<file path="config.mk">
export PLATFORM = sky130hd
export DESIGN_NAME = dosm_slot_map
export DESIGN_NICKNAME = d
export VERILOG_FILES = /design/src/rtl/dosm_pkg.sv /design/src/rtl/dosm_slot_map.sv
export SDC_FILE = /design/constraint.sdc
export NUM_CORES = 1
export LEC_CHECK = 0
export ABC_AREA = 1
export BUFFER_PORTS_ARGS = -buffer_cell sky130_fd_sc_hd__buf_2
export CAP_MARGIN = 0
export CORE_MARGIN = 4
export CORE_UTILIZATION = 35
export DETAILED_ROUTE_END_ITERATION = 10
export GPL_TIMING_DRIVEN = 0
export PLACE_DENSITY = 0.58
export SLEW_MARGIN = 20
export SYNTH_ARGS = -nofsm -noshare
export SYNTH_HDL_FRONTEND = slang
export SYNTH_SLANG_ARGS = --single-unit
</file>
<file path="constraint.sdc">
create_clock -name clk_i -period 7.8 [get_ports clk_i]
set_input_delay 0.78 -clock clk_i [delete_from_list [all_inputs] [get_ports clk_i]]
set_output_delay 0.78 -clock clk_i [all_outputs]
set_load 0.05 [all_outputs]
</file>
<file path="src/rtl/dosm_pkg.sv">
// constants, types and state layout of the output slot map
// ==========================================================================
package dosm_pkg;
  localparam int CH_N = 8;
  // function codes
  localparam logic [7:0] FC_RD_COILS = 8'h01;
  localparam logic [7:0] FC_RD_DISC  = 8'h02;
  localparam logic [7:0] FC_RD_HOLD  = 8'h03;
  localparam logic [7:0] FC_RD_INREG = 8'h04;
  localparam logic [7:0] FC_WR_COIL  = 8'h05;
  localparam logic [7:0] FC_WR_REG   = 8'h06;
  localparam logic [7:0] FC_WR_COILS = 8'h0F;
  localparam logic [7:0] FC_WR_REGS  = 8'h10;
  // exception codes
  localparam logic [7:0] EXC_FUNC  = 8'h01;
  localparam logic [7:0] EXC_ADDR  = 8'h02;
  localparam logic [7:0] EXC_VALUE = 8'h03;
  // area bases: zero-based form, conventional form
  localparam logic [15:0] DI_ALLOC_DA = 16'h0000;
  localparam logic [15:0] DI_ALLOC_MC = 16'h2711;
  localparam logic [15:0] DI_SLOT_DA  = 16'h0400;
  localparam logic [15:0] DI_SLOT_MC  = 16'h32C9;
  localparam logic [15:0] ST_BIT_DA   = 16'h0800;
  localparam logic [15:0] ST_BIT_MC   = 16'h36B1;
  localparam logic [15:0] IR_STAT_DA  = 16'h0300;
  localparam logic [15:0] IR_STAT_MC  = 16'h8980;
  localparam logic [15:0] IR_KIND_DA  = 16'h0400;
  localparam logic [15:0] IR_KIND_MC  = 16'h89E4;
  localparam logic [15:0] HR_IN_DA    = 16'h0400;
  localparam logic [15:0] HR_IN_MC    = 16'hB3B1;
  localparam logic [15:0] HR_OUT_DA   = 16'h0500;
  localparam logic [15:0] HR_OUT_MC   = 16'hB415;
  localparam logic [15:0] CO_ALLOC_DA = 16'h0000;
  localparam logic [15:0] CO_ALLOC_MC = 16'h0001;
  localparam logic [15:0] CO_SLOT_DA  = 16'h0400;
  localparam logic [15:0] CO_SLOT_MC  = 16'h0BB9;
  localparam logic [15:0] BITS_SLOT   = 16'h0008;
  localparam logic [15:0] IO_BITS     = 16'h0010;
  localparam logic [15:0] ST_BITS     = 16'h0008;
  localparam logic [15:0] ONE_WORD    = 16'h0001;
  localparam logic [15:0] COIL_ON     = 16'hFF00;
  localparam logic [15:0] COIL_OFF    = 16'h0000;
  // status word layout
  localparam int ST_WD_OFF  = 8;
  localparam int ST_FAULT   = 9;
  localparam int ST_INVALID = 10;
  localparam int ST_LFD_EN  = 11;
  // watchdog
  localparam logic [1:0] FAIL_LIMIT = 2'h3;
  localparam longint WDOG_MS  = 500;
  localparam longint CLK_HZ   = 200_000_000;
  localparam longint WDOG_CYC = WDOG_MS * CLK_HZ / 1000;
  localparam int     TMR_W    = 32;

  typedef enum logic [2:0] {
    WD_RUN   = 3'b001,
    WD_ARMED = 3'b010,
    WD_OFF   = 3'b100
  } dosm_wd_t;

  typedef struct packed {
    logic [7:0]  fc;
    logic [15:0] addr;
    logic        conv;
    logic [15:0] wdata;
  } dosm_req_t;

  typedef struct packed {
    logic        valid;
    logic        exc;
    logic [7:0]  code;
    logic [15:0] data;
  } dosm_rsp_t;

  typedef struct packed {
    logic [15:0]      out_bytes;
    logic [CH_N-1:0]  ch_out;
    logic [CH_N-1:0]  lf_s1;
    logic [CH_N-1:0]  lf_s2;
    logic [1:0]       fails;
    dosm_wd_t         wd;
    logic [TMR_W-1:0] tmr;
    dosm_rsp_t        rsp;
  } dosm_state_t;
endpackage : dosm_pkg

</file>
<file path="src/rtl/dosm_slot_map.sv">
// request decoder, output byte store, line fault and watchdog of one slot
module dosm_slot_map #(
  parameter int          SLOT       = 1,
  parameter int          ALLOC_BIT  = 0,
  parameter int          ALLOC_WORD = 0,
  parameter logic [15:0] KIND_CODE  = 16'h00A5, // arbitrary value
  parameter longint      WDOG_CYCLES = dosm_pkg::WDOG_CYC
) (
  // clock and reset
  input  wire logic                 clk_i,
  input  wire logic                 rst_i,
  // master requests and answers
  input  wire logic                 req_valid_i,
  input  wire dosm_pkg::dosm_req_t  req_i,
  output dosm_pkg::dosm_rsp_t       rsp_o,
  // communication unit supervision
  input  wire logic                 comm_fail_i,
  input  wire logic                 comm_ok_i,
  input  wire logic                 lfd_enable_i,
  input  wire logic [7:0]           subst_value_i,
  // field side
  input  wire logic [7:0]           line_fault_i,
  output logic      [7:0]           ch_out_o,
  output logic                      wd_off_o
);
  // ========================================================================
  // parameter checks
  if (SLOT < 0 || SLOT > 200 || ALLOC_BIT < 0 || ALLOC_BIT > 4000 ||
      ALLOC_WORD < 0 || ALLOC_WORD > 200)
    $error("address parameters out of range");
  if (WDOG_CYCLES < 1 || WDOG_CYCLES > 64'hFFFF_FFFF)
    $error("WDOG_CYCLES does not fit the timer");

  localparam logic [15:0] SLOT_OFF  = 16'(8 * SLOT);
  localparam logic [15:0] SLOT_WORD = 16'(SLOT);
  localparam logic [15:0] ABIT      = 16'(ALLOC_BIT);
  localparam logic [15:0] AWORD     = 16'(ALLOC_WORD);
  localparam logic [dosm_pkg::TMR_W-1:0] WD_LAST =
    dosm_pkg::TMR_W'(WDOG_CYCLES - 1);

  // offset into an area, in whichever address form the master used
  function automatic logic [15:0] area_off(input logic [15:0] a,
      input logic cv, input logic [15:0] da, input logic [15:0] mc,
      input logic [15:0] sub);
    area_off = a - (cv ? mc : da) - sub;
  endfunction

  dosm_pkg::dosm_state_t s_r, s_nxt;
  logic [15:0] in_word;
  logic [15:0] status_word;
  logic [15:0] o_dia, o_dis, o_stb, o_irs, o_irk, o_hri, o_hro;
  logic [15:0] o_coa, o_cos;

  // ========================================================================
  // readback byte pair and status word
  genvar g;
  for (g = 0; g < dosm_pkg::CH_N; g++) begin : g_rb
    assign in_word[2*g]   = s_r.ch_out[g];
    assign in_word[2*g+1] = lfd_enable_i & s_r.lf_s2[g];
  end

  always_comb begin
    status_word = '0;
    status_word[dosm_pkg::ST_WD_OFF]  = (s_r.wd == dosm_pkg::WD_OFF);
    status_word[dosm_pkg::ST_FAULT]   = lfd_enable_i & (|s_r.lf_s2);
    status_word[dosm_pkg::ST_INVALID] = |(s_r.out_bytes &
                                          16'hAAAA);
    status_word[dosm_pkg::ST_LFD_EN]  = lfd_enable_i;
  end

  // ========================================================================
  // area offsets
  assign o_dia = area_off(req_i.addr, req_i.conv, dosm_pkg::DI_ALLOC_DA,
                          dosm_pkg::DI_ALLOC_MC, ABIT);
  assign o_dis = area_off(req_i.addr, req_i.conv, dosm_pkg::DI_SLOT_DA,
                          dosm_pkg::DI_SLOT_MC, SLOT_OFF);
  assign o_stb = area_off(req_i.addr, req_i.conv, dosm_pkg::ST_BIT_DA,
                          dosm_pkg::ST_BIT_MC, SLOT_OFF);
  assign o_irs = area_off(req_i.addr, req_i.conv, dosm_pkg::IR_STAT_DA,
                          dosm_pkg::IR_STAT_MC, SLOT_WORD);
  assign o_irk = area_off(req_i.addr, req_i.conv, dosm_pkg::IR_KIND_DA,
                          dosm_pkg::IR_KIND_MC, SLOT_WORD);
  assign o_hri = area_off(req_i.addr, req_i.conv, dosm_pkg::HR_IN_DA,
                          dosm_pkg::HR_IN_MC, AWORD);
  assign o_hro = area_off(req_i.addr, req_i.conv, dosm_pkg::HR_OUT_DA,
                          dosm_pkg::HR_OUT_MC, AWORD);
  assign o_coa = area_off(req_i.addr, req_i.conv, dosm_pkg::CO_ALLOC_DA,
                          dosm_pkg::CO_ALLOC_MC, ABIT);
  assign o_cos = area_off(req_i.addr, req_i.conv, dosm_pkg::CO_SLOT_DA,
                          dosm_pkg::CO_SLOT_MC, SLOT_OFF);

  // ========================================================================
  // next state
  always_comb begin
    logic [15:0] coff;
    logic        chit;
    logic        bitv;
    coff = '0;
    chit = 1'b0;
    bitv = 1'b0;
    s_nxt = s_r;
    s_nxt.lf_s1 = line_fault_i;
    s_nxt.lf_s2 = s_r.lf_s1;
    s_nxt.rsp   = '0;
    if (req_valid_i) begin
      s_nxt.rsp.valid = 1'b1;
      s_nxt.rsp.exc   = 1'b1;
      s_nxt.rsp.code  = dosm_pkg::EXC_ADDR;
      case (req_i.fc)
        dosm_pkg::FC_RD_DISC: begin
          if (o_dia < dosm_pkg::IO_BITS) begin
            s_nxt.rsp = '{1'b1, 1'b0, req_i.fc, {15'h0000, in_word[o_dia[3:0]]}};
          end else if (o_dis < dosm_pkg::IO_BITS) begin
            s_nxt.rsp = '{1'b1, 1'b0, req_i.fc, {15'h0000, in_word[o_dis[3:0]]}};
          end else if (o_stb < dosm_pkg::ST_BITS) begin
            s_nxt.rsp = '{1'b1, 1'b0, req_i.fc,
                          {15'h0000, status_word[{1'b1, o_stb[2:0]}]}};
          end
        end
        dosm_pkg::FC_RD_INREG: begin
          if (o_irs == 16'h0000) begin
            s_nxt.rsp = '{1'b1, 1'b0, req_i.fc, status_word};
          end else if (o_irk == 16'h0000) begin
            s_nxt.rsp = '{1'b1, 1'b0, req_i.fc, KIND_CODE};
          end
        end
        dosm_pkg::FC_RD_HOLD: begin
          if (o_hri < dosm_pkg::ONE_WORD) begin
            s_nxt.rsp = '{1'b1, 1'b0, req_i.fc, in_word};
          end else if (o_hro < dosm_pkg::ONE_WORD) begin
            s_nxt.rsp = '{1'b1, 1'b0, req_i.fc, s_r.out_bytes};
          end
        end
        dosm_pkg::FC_WR_REG, dosm_pkg::FC_WR_REGS: begin
          if (o_hro < dosm_pkg::ONE_WORD) begin
            s_nxt.out_bytes = req_i.wdata;
            s_nxt.rsp = '{1'b1, 1'b0, req_i.fc, req_i.wdata};
          end
        end
        dosm_pkg::FC_RD_COILS, dosm_pkg::FC_WR_COIL,
        dosm_pkg::FC_WR_COILS: begin
          chit = (o_coa < dosm_pkg::IO_BITS) || (o_cos < dosm_pkg::IO_BITS);
          coff = (o_coa < dosm_pkg::IO_BITS) ? o_coa : o_cos;
          bitv = (req_i.fc == dosm_pkg::FC_WR_COIL) ?
                 (req_i.wdata == dosm_pkg::COIL_ON) : req_i.wdata[0];
          if (chit && req_i.fc == dosm_pkg::FC_RD_COILS) begin
            s_nxt.rsp = '{1'b1, 1'b0, req_i.fc,
                          {15'h0000, s_r.out_bytes[coff[3:0]]}};
          end else if (chit && req_i.fc == dosm_pkg::FC_WR_COIL &&
                       req_i.wdata != dosm_pkg::COIL_ON &&
                       req_i.wdata != dosm_pkg::COIL_OFF) begin
            s_nxt.rsp.code = dosm_pkg::EXC_VALUE;
          end else if (chit) begin
            s_nxt.out_bytes[coff[3:0]] = bitv;
            s_nxt.rsp = '{1'b1, 1'b0, req_i.fc, req_i.wdata};
          end
        end
        default: s_nxt.rsp.code = dosm_pkg::EXC_FUNC;
      endcase
    end
    // watchdog: a good exchange wins over a failed one in the same cycle
    case (s_r.wd)
      dosm_pkg::WD_RUN: begin
        if (comm_ok_i) begin
          s_nxt.fails = '0;
        end else if (comm_fail_i) begin
          s_nxt.fails = s_r.fails + 2'h1;
          if (s_r.fails + 2'h1 == dosm_pkg::FAIL_LIMIT) begin
            s_nxt.wd  = dosm_pkg::WD_ARMED;
            s_nxt.tmr = '0;
          end
        end
      end
      dosm_pkg::WD_ARMED: begin
        s_nxt.tmr = s_r.tmr + 1'b1;
        if (s_r.tmr == WD_LAST) begin
          s_nxt.wd = dosm_pkg::WD_OFF;
        end
      end
      dosm_pkg::WD_OFF: begin
        if (comm_ok_i) begin
          s_nxt.wd    = dosm_pkg::WD_RUN;
          s_nxt.fails = '0;
        end
      end
      default: s_nxt.wd = dosm_pkg::WD_RUN;
    endcase
    // channel drive: invalid picks the substitute, watchdog forces off
    for (int i = 0; i < dosm_pkg::CH_N; i++) begin
      s_nxt.ch_out[i] = s_r.out_bytes[2*i+1] ? subst_value_i[i]
                                             : s_r.out_bytes[2*i];
    end
    if (s_r.wd == dosm_pkg::WD_OFF) s_nxt.ch_out = '0;
  end

  always_ff @(posedge clk_i) begin
    if (rst_i) begin
      s_r    <= '0;
      s_r.wd <= dosm_pkg::WD_RUN;
    end else begin
      s_r <= s_nxt;
    end
  end

  assign rsp_o    = s_r.rsp;
  assign ch_out_o = s_r.ch_out;
  assign wd_off_o = (s_r.wd == dosm_pkg::WD_OFF);
endmodule : dosm_slot_map

</file>
Word level (Yosys, flattened, before mapping)
Index checks and enable logic that the tools add are counted.
{"block": "word_totals", "register_bits": 103, "elab_cells": 156, "in_bits": 63}
{"block": "op_classes", "addsub": 16, "mux": 60, "bitwise": 10, "eq_ne": 25, "reduce_logical": 22, "n_lt_le_gt_ge": 12}
{"op": "2-to-1 mux 16 bit", "n": 9}
{"op": "2-to-1 mux 26 bit", "n": 5}
{"op": "2-to-1 mux 25 bit", "n": 5}
{"op": "one-hot mux 16 bit (5 select lines)", "n": 1}
{"op": "2-to-1 mux 35 bit", "n": 2}
{"op": "less-than comparator 16 x 5 -> 1 bit (second input constant)", "n": 4}
{"op": "one-hot mux 32 bit (2 select lines)", "n": 1}
{"op": "subtractor 16 bit", "n": 4}
{"op": "subtractor 16 x 14 -> 16 bit", "n": 3}
{"op": "subtractor 16 x 4 -> 16 bit (second input constant)", "n": 3}
{"op": "2-to-1 mux 14 bit", "n": 3}
{"op": "one-hot mux 8 bit (5 select lines)", "n": 1}
{"op": "2-to-1 mux 37 bit", "n": 1}
{"op": "adder 32 x 1 -> 32 bit (second input constant)", "n": 1}
{"op": "== test 32 x 27 -> 1 bit (second input constant)", "n": 1}
{"op": "zero test 16 bit", "n": 2}
{"op": "less-than comparator 16 x 1 -> 1 bit (second input constant)", "n": 2}
{"op": "one-hot mux 16 bit (2 select lines)", "n": 1}
{"op": "subtractor 16 x 1 -> 16 bit (second input constant)", "n": 2}
{"op": "== test 8 x 3 -> 1 bit (second input constant)", "n": 3}
{"op": "less-than comparator 4 x 5 -> 1 bit (second input constant)", "n": 4}
{"op": "inequality test 2 bit (second input constant)", "n": 9}
{"op": "bitwise mux 16 bit", "n": 1}
{"op": "== test 16 bit (second input constant)", "n": 1}
{"op": "41 further kinds", "n": 76}

Depth between registers and ports, before layout
Gate-level depths: netlist of the first run.
{"block": "depth", "depth_word": 13, "mapped_depth": 26, "mapped_depth_nobuf": 25}

Least setup slack after synthesis of the first run
OpenSTA, ideal clock, no wires.
{"block": "synth_path", "kind": "input port to flip-flop", "startpoint": "input req_i[27] (netlist name)", "endpoint": "register s_r[94] (netlist name)", "slack_ps": 4214, "arrival_time_ps": 3471, "n_path_buf": 4, "setup_ps": 116, "stages": 22, "t_required_ps": 7684, "path_cell_list": "buf_2 inv_2 ha_1 buf_2 inv_2 ha_1 buf_2 a21oi_1 nand2_1 a21oi_1 nand3_1 nand2_1 inv_1 nor2_1 nand3_1 nand2_1 nand2_1 nand2_1 buf_2 nand3_1 o21ai_0 nor2_1"}
{"block": "synth_via", "elab_chain_len": 12, "word_cells_on_any_way": 28, "cone_classes": "add/sub (4); order compare (5); eq/ne (4); mux (8); reduce/logical (7)"}
{"element": "from (decl)", "line_no": "dosm_slot_map.sv:14", "text": "input wire dosm_pkg::dosm_req_t req_i,"}
{"element": "subtractor 16 x 1 -> 16 bit", "line_no": "dosm_slot_map.sv:45", "text": "area_off = a - (cv ? mc : da) - sub;"}
{"element": "less-than comparator 16 x 5 -> 1 bit", "line_no": "dosm_slot_map.sv:142, dosm_slot_map.sv:143"}
{"element": "2-to-1 mux 4 bit", "line_no": "dosm_slot_map.sv:143", "text": "coff = (o_coa < dosm_pkg::IO_BITS) ? o_coa : o_cos;"}
{"element": "less-than comparator 4 x 5 -> 1 bit (not written as such) or >= comparator 4 x 1 -> 1 bit (tied branches)", "line_no": "dosm_slot_map.sv:154", "text": "s_nxt.out_bytes[coff[3:0]] = bitv;"}
{"element": "logical AND 1 bit (not written as such)", "line_no": "dosm_slot_map.sv:154"}
{"element": "2-to-1 mux 1 bit (not written as such)", "line_no": "dosm_slot_map.sv:154"}
{"element": "demux 1 bit (select 4 bit)", "line_no": "dosm_slot_map.sv:154"}
{"element": "bitwise mux 16 bit", "line_no": "dosm_slot_map.sv:154"}
{"element": "2-to-1 mux 16 bit", "line_no": "dosm_slot_map.sv:153", "text": "end else if (chit) begin"}
{"element": "2-to-1 mux 16 bit", "line_no": "dosm_slot_map.sv:149", "text": "end else if (chit && req_i.fc == dosm_pkg::FC_WR_COIL &&"}
{"element": "2-to-1 mux 16 bit", "line_no": "dosm_slot_map.sv:146", "text": "if (chit && req_i.fc == dosm_pkg::FC_RD_COILS) begin"}
{"element": "one-hot mux 16 bit (2 select lines)", "line_no": "dosm_slot_map.sv:109", "text": "case (req_i.fc)"}
{"element": "to (signal assigned)", "line_no": "dosm_slot_map.sv:201", "text": "s_r <= s_nxt;"}
{"element": "to (decl)", "line_no": "dosm_slot_map.sv:48", "text": "dosm_pkg::dosm_state_t s_r, s_nxt;"}
Parallel ways exist; a longest one is shown, timed or not. The select of a mux whose other input is x is not followed.
A chain may end at the register's enable or synchronous reset.

Worst setup path after layout of the first run
{"block": "layout_path", "startpoint": "input req_i[16] (netlist name)", "endpoint": "register s_r[94] (netlist name)"}
{"block": "layout_via", "elab_chain_len": 13, "word_cells_on_any_way": 31, "cone_classes": "add/sub (4); order compare (5); eq/ne (4); mux (11); reduce/logical (7)"}
{"element": "2-to-1 mux 12 bit or 2-to-1 mux 1 bit (tied branches)", "line_no": "dosm_slot_map.sv:45"}
{"element": "subtractor 16 x 12 -> 16 bit or subtractor 16 x 1 -> 16 bit (tied branches)", "line_no": "dosm_slot_map.sv:45"}
{"element": "subtractor 16 x 4 -> 16 bit or less-than comparator 16 x 5 -> 1 bit (tied branches)", "line_no": "dosm_slot_map.sv:45, dosm_slot_map.sv:142, dosm_slot_map.sv:143"}
{"element": "2-to-1 mux 4 bit", "line_no": "dosm_slot_map.sv:143"}
{"element": "less-than comparator 4 x 5 -> 1 bit (not written as such) or >= comparator 4 x 1 -> 1 bit (tied branches)", "line_no": "dosm_slot_map.sv:154"}
{"element": "logical AND 1 bit (not written as such)", "line_no": "dosm_slot_map.sv:154"}
{"element": "2-to-1 mux 1 bit (not written as such)", "line_no": "dosm_slot_map.sv:154"}
{"element": "demux 1 bit (select 4 bit)", "line_no": "dosm_slot_map.sv:154"}
{"element": "bitwise mux 16 bit", "line_no": "dosm_slot_map.sv:154"}
{"element": "2-to-1 mux 16 bit", "line_no": "dosm_slot_map.sv:153"}
{"element": "2-to-1 mux 16 bit", "line_no": "dosm_slot_map.sv:149"}
{"element": "2-to-1 mux 16 bit", "line_no": "dosm_slot_map.sv:146"}
{"element": "one-hot mux 16 bit (2 select lines)", "line_no": "dosm_slot_map.sv:109"}
Parallel ways exist; a longest one is shown, timed or not. The select of a mux whose other input is x is not followed.

==> metrics.md, run 1 <==
| Metric | Value |
|---|---|
| Status | `complete, no violations` |
| Final Hold Fails | `0` |
| 1st-iter DRT viols | `1094` |
| Crit. Startpoint | `req_i[16]` |
| Crit Path Class | `primary input to register` |
| Root Buffer | `clkbuf_16` |
| Fin util | `39.8%` |
| Worst EP required | `8.05 ns` |
| Total wire length | `38200 um` |
| Vias | `12.2k` |
| Die height | `182 um` |
| R2r startpoint | `s_r[61]` |
| Initial antenna violation count | `5` |
| Largest net degree at the start of global routing | `22` |
| H-Tree Depth | `3` |
| Sink Count | `103` |
| Dpl hpwl | `31400 um` |
| Fmax | `0.198 GHz` |
| Post-CTS sizing | `0` |
| #FFs+latches synth | `103` |
| Most common cell after layout, fill and taps aside | `nand2_1` |
| Crit. End Element | `register` |
| Warnings, synthesis | `0` |
| Yosys cell types | `61` |
| Unrepaired setup endpoints after global routing | `no` |
| Reg2reg setup slack | `5.16 ns` |
| WHS Path Cells | `2` |
| Core Footprint | `0.0297 mm^2` |
| Final setup vio count | `0` |
| Avg Cell Area, Syn | `5.73 um^2` |
| Initial Utilization | `35.5%` |
| Drt first pass iters | `5` |
| Synth Cell Area | `0.0106 mm^2` |
| Post-route DRC | `0` |
| Inserted Clock Buffers | `9` |
| GRT Total Usage | `22.4%` |
| Worst hold start | `s_nxt[69]` |
| Min Tclk post-route | `5.05 ns` |
| Worst slew pin tran | `0.641 ns` |
| Pwr Density | `139 mW/mm^2` |
| R2r worst-path depth | `15` |
| Hold endpoint | `s_r[69]` |
| MaxCap Viol Count | `0` |
| Leakage dissipation | `0.00586 uW` |
| Setup TNS | `0 ns` |
| Part of the Yosys area used for sequential elements | `19.5%` |
| Max Slew Vio Count | `0` |
| Number of global-route vias before repair | `11.3k` |
| Headroom to the max-slew limit | `57.1%` |
| Layout Area Growth over Synthesis | `12.2%` |
| PortBufs | `95` |
| Layout cells sized above 1 | `11.5%` |
| DP Worst Slack | `2.49 ns` |
| Peak supply drop | `0.000115 V` |
| FF-to-FF End | `s_r[56]` |
| Post-DR wirelength/cell | `16.3 um` |
| Worst EP arrival | `5.31 ns` |
| Die ar. | `0.0330 mm^2` |
| TritonCTS clock tree | `yes` |
| Clk_skew | `0.0203 ns` |
| Routability cong. | `0.952` |
| First-pass GRT wire length | `60100 um` |
| Nets | `2068` |
| Critical path peak fanout | `17` |
| Startpoint Class | `primary input` |
| Commonest cells after routing, fill and taps aside | `nand2_1, inv_1, nor2_1` |
| Clock buffer depth | `2` |
| Final worst slack | `2.75 ns` |
| Post-CTS Setup Inserts | `0` |
| Post-DR vias/cell | `5.21` |
| Grt ovf | `0` |
| Die W | `182 um` |
| Worst-Skew Late Latency | `0.36 ns` |
| FP Rows | `63` |
| Antenna violation net count after detailed routing | `0` |
| CTS Hold Bufs | `0` |
| Hold/Removal Path Class | `register to register` |
| Post-Syn Instances | `1842` |
| # IOs | `98` |
| Clock transition at path regs | `0.08 ns` |
| Final period util | `64.8%` |
[synthesized netlist by cell type, drive strengths merged]
master    n  share of area (%)
nor3     40                2.1
o22ai     7               0.41
a31oi     6               0.36
and2      1              0.059
o21a      2               0.14
conb      1              0.036
nor2    225                8.3
o21ai    94                4.7
a21oi   107                5.1
nand3   151                7.4
nand3b    6               0.43
a21o      1              0.071
o221a     1               0.11
dfxtp   103                 20
a311oi    1              0.083
nand2   518                 19
o41ai     1              0.083
a32oi     1              0.083
nor3b     2               0.14
a211oi    5               0.36
buf      63                4.2
o211ai    8               0.57
and3      1              0.059
o31ai     3               0.21
a221oi    3               0.25
or2       7               0.42
a22oi     7               0.50
fa        1               0.19
nor4     16                1.0
o21bai    7               0.50
clkinv    4               0.15
xnor2     3               0.32
xor2     21                1.7
ha       54                6.4
inv     286                 10
clkbuf   14               0.50
a21boi    3               0.32
nand4    65                4.1
o221ai    3               0.25
[critical path, stage by stage]
cell and delay, ns:
buf_2 0.41, inv_1 0.46, ha_1 0.41, buf_2 0.24, inv_1 0.26, ha_1 0.43, a21oi_1 0.22, o21ai_0 0.19
a21oi_1 0.21, nand3_1 0.09, nand2_1 0.09, nand2_1 0.05, nor2_1 0.14, nand3_1 0.26, nand2_1 0.26, nand2_1 0.07
nand2_1 0.10, buf_2 0.25, nand3_1 0.13, o21ai_0 0.16, nor2_1 0.06
[area by class of cell]
cell class	instances	area [um^2]
multi-input combinational	1374	6920
fill	3287	17900
clock inverter	7	86.3
timing repair buffer	95	475
inverter	290	1090
buffer	77	493
clock buffer	9	225
antenna	2	5.00
sequential	103	2060
tap	390	488
[sequential cells by signal, indices dropped and copies added (netlist names)]
signal / cells
ch_out_o: 8
rsp_o: 26
s_nxt: 8
s_r: 61
[layer usage]
metal / part of all wire [%] / global-route usage, % / vias to the layer above
li1: - / - / 6165
met5: 0.089 / 0 / -
met2: 44 / 35.3 / 412
met4: 2.8 / 6.12 / 6
met3: 7.3 / 3.53 / 77
met1: 46 / 31.7 / 5576
[through the flow]
step	instance area (um^2)	hold slack (ns)	power, uW	instances
final	11800	0.403	1650	2347
after global routing	11800	0.421	1760	2347
after CTS	11800	0.403	1650	2345
after detailed placement	11500	0.392	1180	2329
after global placement	11500	0.394	1180	2329
after floorplan	10600	0.388	1000	1844
[where the power goes]
part           internal (uW)  total, uW  switching [uW]
Clock                    230        466             236
Sequential               541        549            7.94
Combinational            191        634             443
[cell families (layout without fill, tap and decap cells)]
logic type / Yosys count / count (layout) / share of synthesized area [%]
AO/OA/AOI/OAI: 260 / 260 / 14.1
AND/OR/NAND/NOR: 1032 / 1032 / 42.7
flip-flops: 103 / 103 / 19.5
adder cells (fa/ha/maj): 55 / 55 / 6.59
XOR/XNOR: 24 / 24 / 2.06
buffers and inverters: 367 / 478 / 15.0
other: 1 / 5 / 0.0355
[worst max path at each step]
stage | end | slack [ns] | cells after the start
global route | s_r[94] | 2.38 | 21
global placement | s_r[94] | 2.48 | 21
detailed placement | s_r[94] | 2.49 | 21
floorplan | s_r[94] | 4.21 | 22
finish | s_r[94] | 2.75 | 21
CTS | s_r[94] | 2.87 | 21
(Power assumes the default switching activity.)
==> inputs of run 2 (changes only) <==
==> constraint.sdc (replaced) <==
create_clock -name clk_i -period 4.79 [get_ports clk_i]
set_input_delay 0.479 -clock clk_i [delete_from_list [all_inputs] [get_ports clk_i]]
set_output_delay 0.479 -clock clk_i [all_outputs]
set_load 0.05 [all_outputs]
==> run 2 against run 1 <==
Against the previous run: worst setup slack worse by 2.3 ns; first-iteration DRC count down 1.6%; global-route usage unchanged.
==> metrics.md, run 2 (synthesis results as in run 1) <==
| Metric | Value |
|---|---|
| Status | `complete, no violations (unchanged)` |
| FP Rows | `63 (unchanged)` |
| Largest net degree at the start of global routing | `22 (unchanged)` |
| Root Buffer | `clkbuf_16 (unchanged)` |
| Fmax | `0.230 GHz` |
| Nets | `2071 (was 2068)` |
| Layout cells sized above 1 | `11.7% (was 11.5%)` |
| GRT Total Usage | `22.4% (unchanged)` |
| Crit Path Class | `primary input to register (unchanged)` |
| Max reg flops | `61 (unchanged)` |
| Commonest cells after routing, fill and taps aside | `nand2_1, inv_1, nor2_1 (unchanged)` |
| Initial Utilization | `35.5% (unchanged)` |
| Worst EP required | `5.04 ns (was 8.05 ns)` |
| Layout Area Growth over Synthesis | `12.5% (was 12.2%)` |
| Post-route cell area | `0.0119 mm^2 (was 0.0118 mm^2)` |
| Max Slew Vio Count | `0 (unchanged)` |
| Die W | `182 um (unchanged)` |
| Headroom to the max-slew limit | `56.4% (was 57.1%)` |
| Filler cells | `3292 (was 3287)` |
| Crit-path most repeated cell | `nand2_1 (unchanged)` |
| Reg with most FFs | `s_r (unchanged)` |
| Peak supply drop | `0.000186 V (was 0.000115 V)` |
| WHS | `0.331 ns (was 0.403 ns)` |
| Die height | `182 um (unchanged)` |
| Grt ovf | `0 (unchanged)` |
| Drt first pass iters | `5 (unchanged)` |
| Total power | `2680 uW (was 1650 uW)` |
| H-Tree Depth | `3 (unchanged)` |
| Clk_skew | `0.0203 ns (about the same)` |
| Antenna violation net count after detailed routing | `0 (unchanged)` |
| Clock buffer depth | `2 (unchanged)` |
| CTS Hold Bufs | `0 (unchanged)` |
| Hold/Removal Path Class | `primary input to register (was register to register)` |
| Area post-placement | `0.0115 mm^2 (unchanged)` |
| DP Worst Slack | `-0.214 ns (was 2.49 ns)` |
| Largest delay contributor family on the critical path | `simple AND/OR/NAND/NOR gates (was buffers and inverters)` |
| Pwr Density | `226 mW/mm^2 (was 139 mW/mm^2)` |
| Leakage dissipation | `0.00587 uW (was 0.00586 uW)` |
| Sink Count | `103 (unchanged)` |
| Fin util | `39.9% (was 39.8%)` |
| Inserted Clock Buffers | `9 (unchanged)` |
| Number of global-route vias before repair | `11.3k (unchanged)` |
| Min Tclk post-route | `4.34 ns` |
| Initial antenna violation count | `5 (unchanged)` |
| Post-route DRC | `0 (unchanged)` |
| 1st-iter DRT viols | `1076 (was 1094)` |
| Post-DR wirelength/cell | `16.3 um (about the same)` |
| Worst path buffer plus inverter count | `8 (was 5)` |
| Crit-path max cell delay | `0.44 ns (was 0.46 ns)` |
| # IOs | `98 (unchanged)` |
| Worst-Skew Late Latency | `0.36 ns (about the same)` |
| Final period util | `90.6%` |
| Final worst slack | `0.450 ns (was 2.75 ns)` |
| Slowest CP cell | `ha_1 (was inv_1)` |
| Clock transition at path regs | `0.08 ns (about the same)` |
| Post-DR vias/cell | `5.19 (was 5.21)` |
| Startpoint Class | `primary input (unchanged)` |
| Worst slew pin tran | `0.654 ns (was 0.641 ns)` |
| Worst EP arrival | `4.59 ns (was 5.31 ns)` |
| Vias | `12.2k (about the same)` |
| Unrepaired setup endpoints after global routing | `no (unchanged)` |
| PortBufs | `95 (unchanged)` |
| Most common cell after layout, fill and taps aside | `nand2_1 (unchanged)` |
| Total wire length | `38200 um (about the same)` |
| First-pass GRT wire length | `60100 um (unchanged)` |
| Die ar. | `0.0330 mm^2 (unchanged)` |
| Dpl hpwl | `31400 um (unchanged)` |
| Crit. End Element | `register (unchanged)` |
| Critical path peak fanout | `17 (unchanged)` |
| Routability cong. | `0.952 (unchanged)` |
| Final setup vio count | `0 (unchanged)` |
| MaxCap Viol Count | `0 (unchanged)` |
| TritonCTS clock tree | `yes (unchanged)` |
| Core Footprint | `0.0297 mm^2 (unchanged)` |
| Final Hold Fails | `0 (unchanged)` |
==> run 2: metrics by stage <==
stage	std cells	setup TNS [ns]
2_1_floorplan	1844	0
3_5_place_dp	2329	-3.78
3_3_place_gp	2329	-3.80
4_1_cts	2345	0
5_1_grt	2350	0
6_report	2350	0
==> run 2: layout make-up <==
cell class	instances	area [um^2]	area share [%]
clock buffers	9	225	1.90
flip-flops and latches	103	2060	17.4
clock inverters	7	86.3	0.727
diodes	2	5.00	0.0422
well taps	390	488	4.11
repair buffers	98	500	4.22
plain buffers	77	493	4.15
multi-input cells	1374	6920	58.3
inverters	290	1090	9.21
==> run 2: path summary, 6_finish.rpt <==
kind / from / end / slack, ns / cells after the start
setup reg to reg: s_r[61] / s_r[56] / 2.15 / 15
hold reg to reg: s_nxt[69] / s_r[69] / 0.40 / 2
hold / removal: line_fault_i[3] / s_nxt[66] / 0.33 / 3
setup / recovery: req_i[16] / s_r[94] / 0.45 / 26
==> run 2: metal layers <==
metal	global-route usage, %	vias to the layer above	part of all wire (%)
met5	0	-	0.089
met4	6.12	6	2.7
met3	3.53	69	6.9
met2	35.3	399	44
met1	31.7	5559	46
li1	-	6170	-
==> run 2: where the power goes <==
group	switching (uW)	internal (uW)	total, uW
Combinational	722	312	1030
Clock	382	374	756
Sequential	13.1	880	893
==> run 2: worst reg2reg max path, cell delays in order (launching register included) <==
cell and delay (ns):
dfxtp_1 0.32, inv_1 0.07, ha_1 0.15, nand3_1 0.11, nand2_2 0.13, nand4_1 0.18, nor3_2 0.32, nand3_1 0.23
nor2_1 0.23, nand3b_1 0.15, nor2_1 0.11, nand2_1 0.10, nor2_2 0.15, nand3_1 0.11, o21ai_1 0.13, a21oi_1 0.05
==> run 2: repair_timing <==
item,4_1_cts,5_1_grt
gates resized for setup,0,2
endpoints found under the setup margin,0,33
setup buffers,0,3
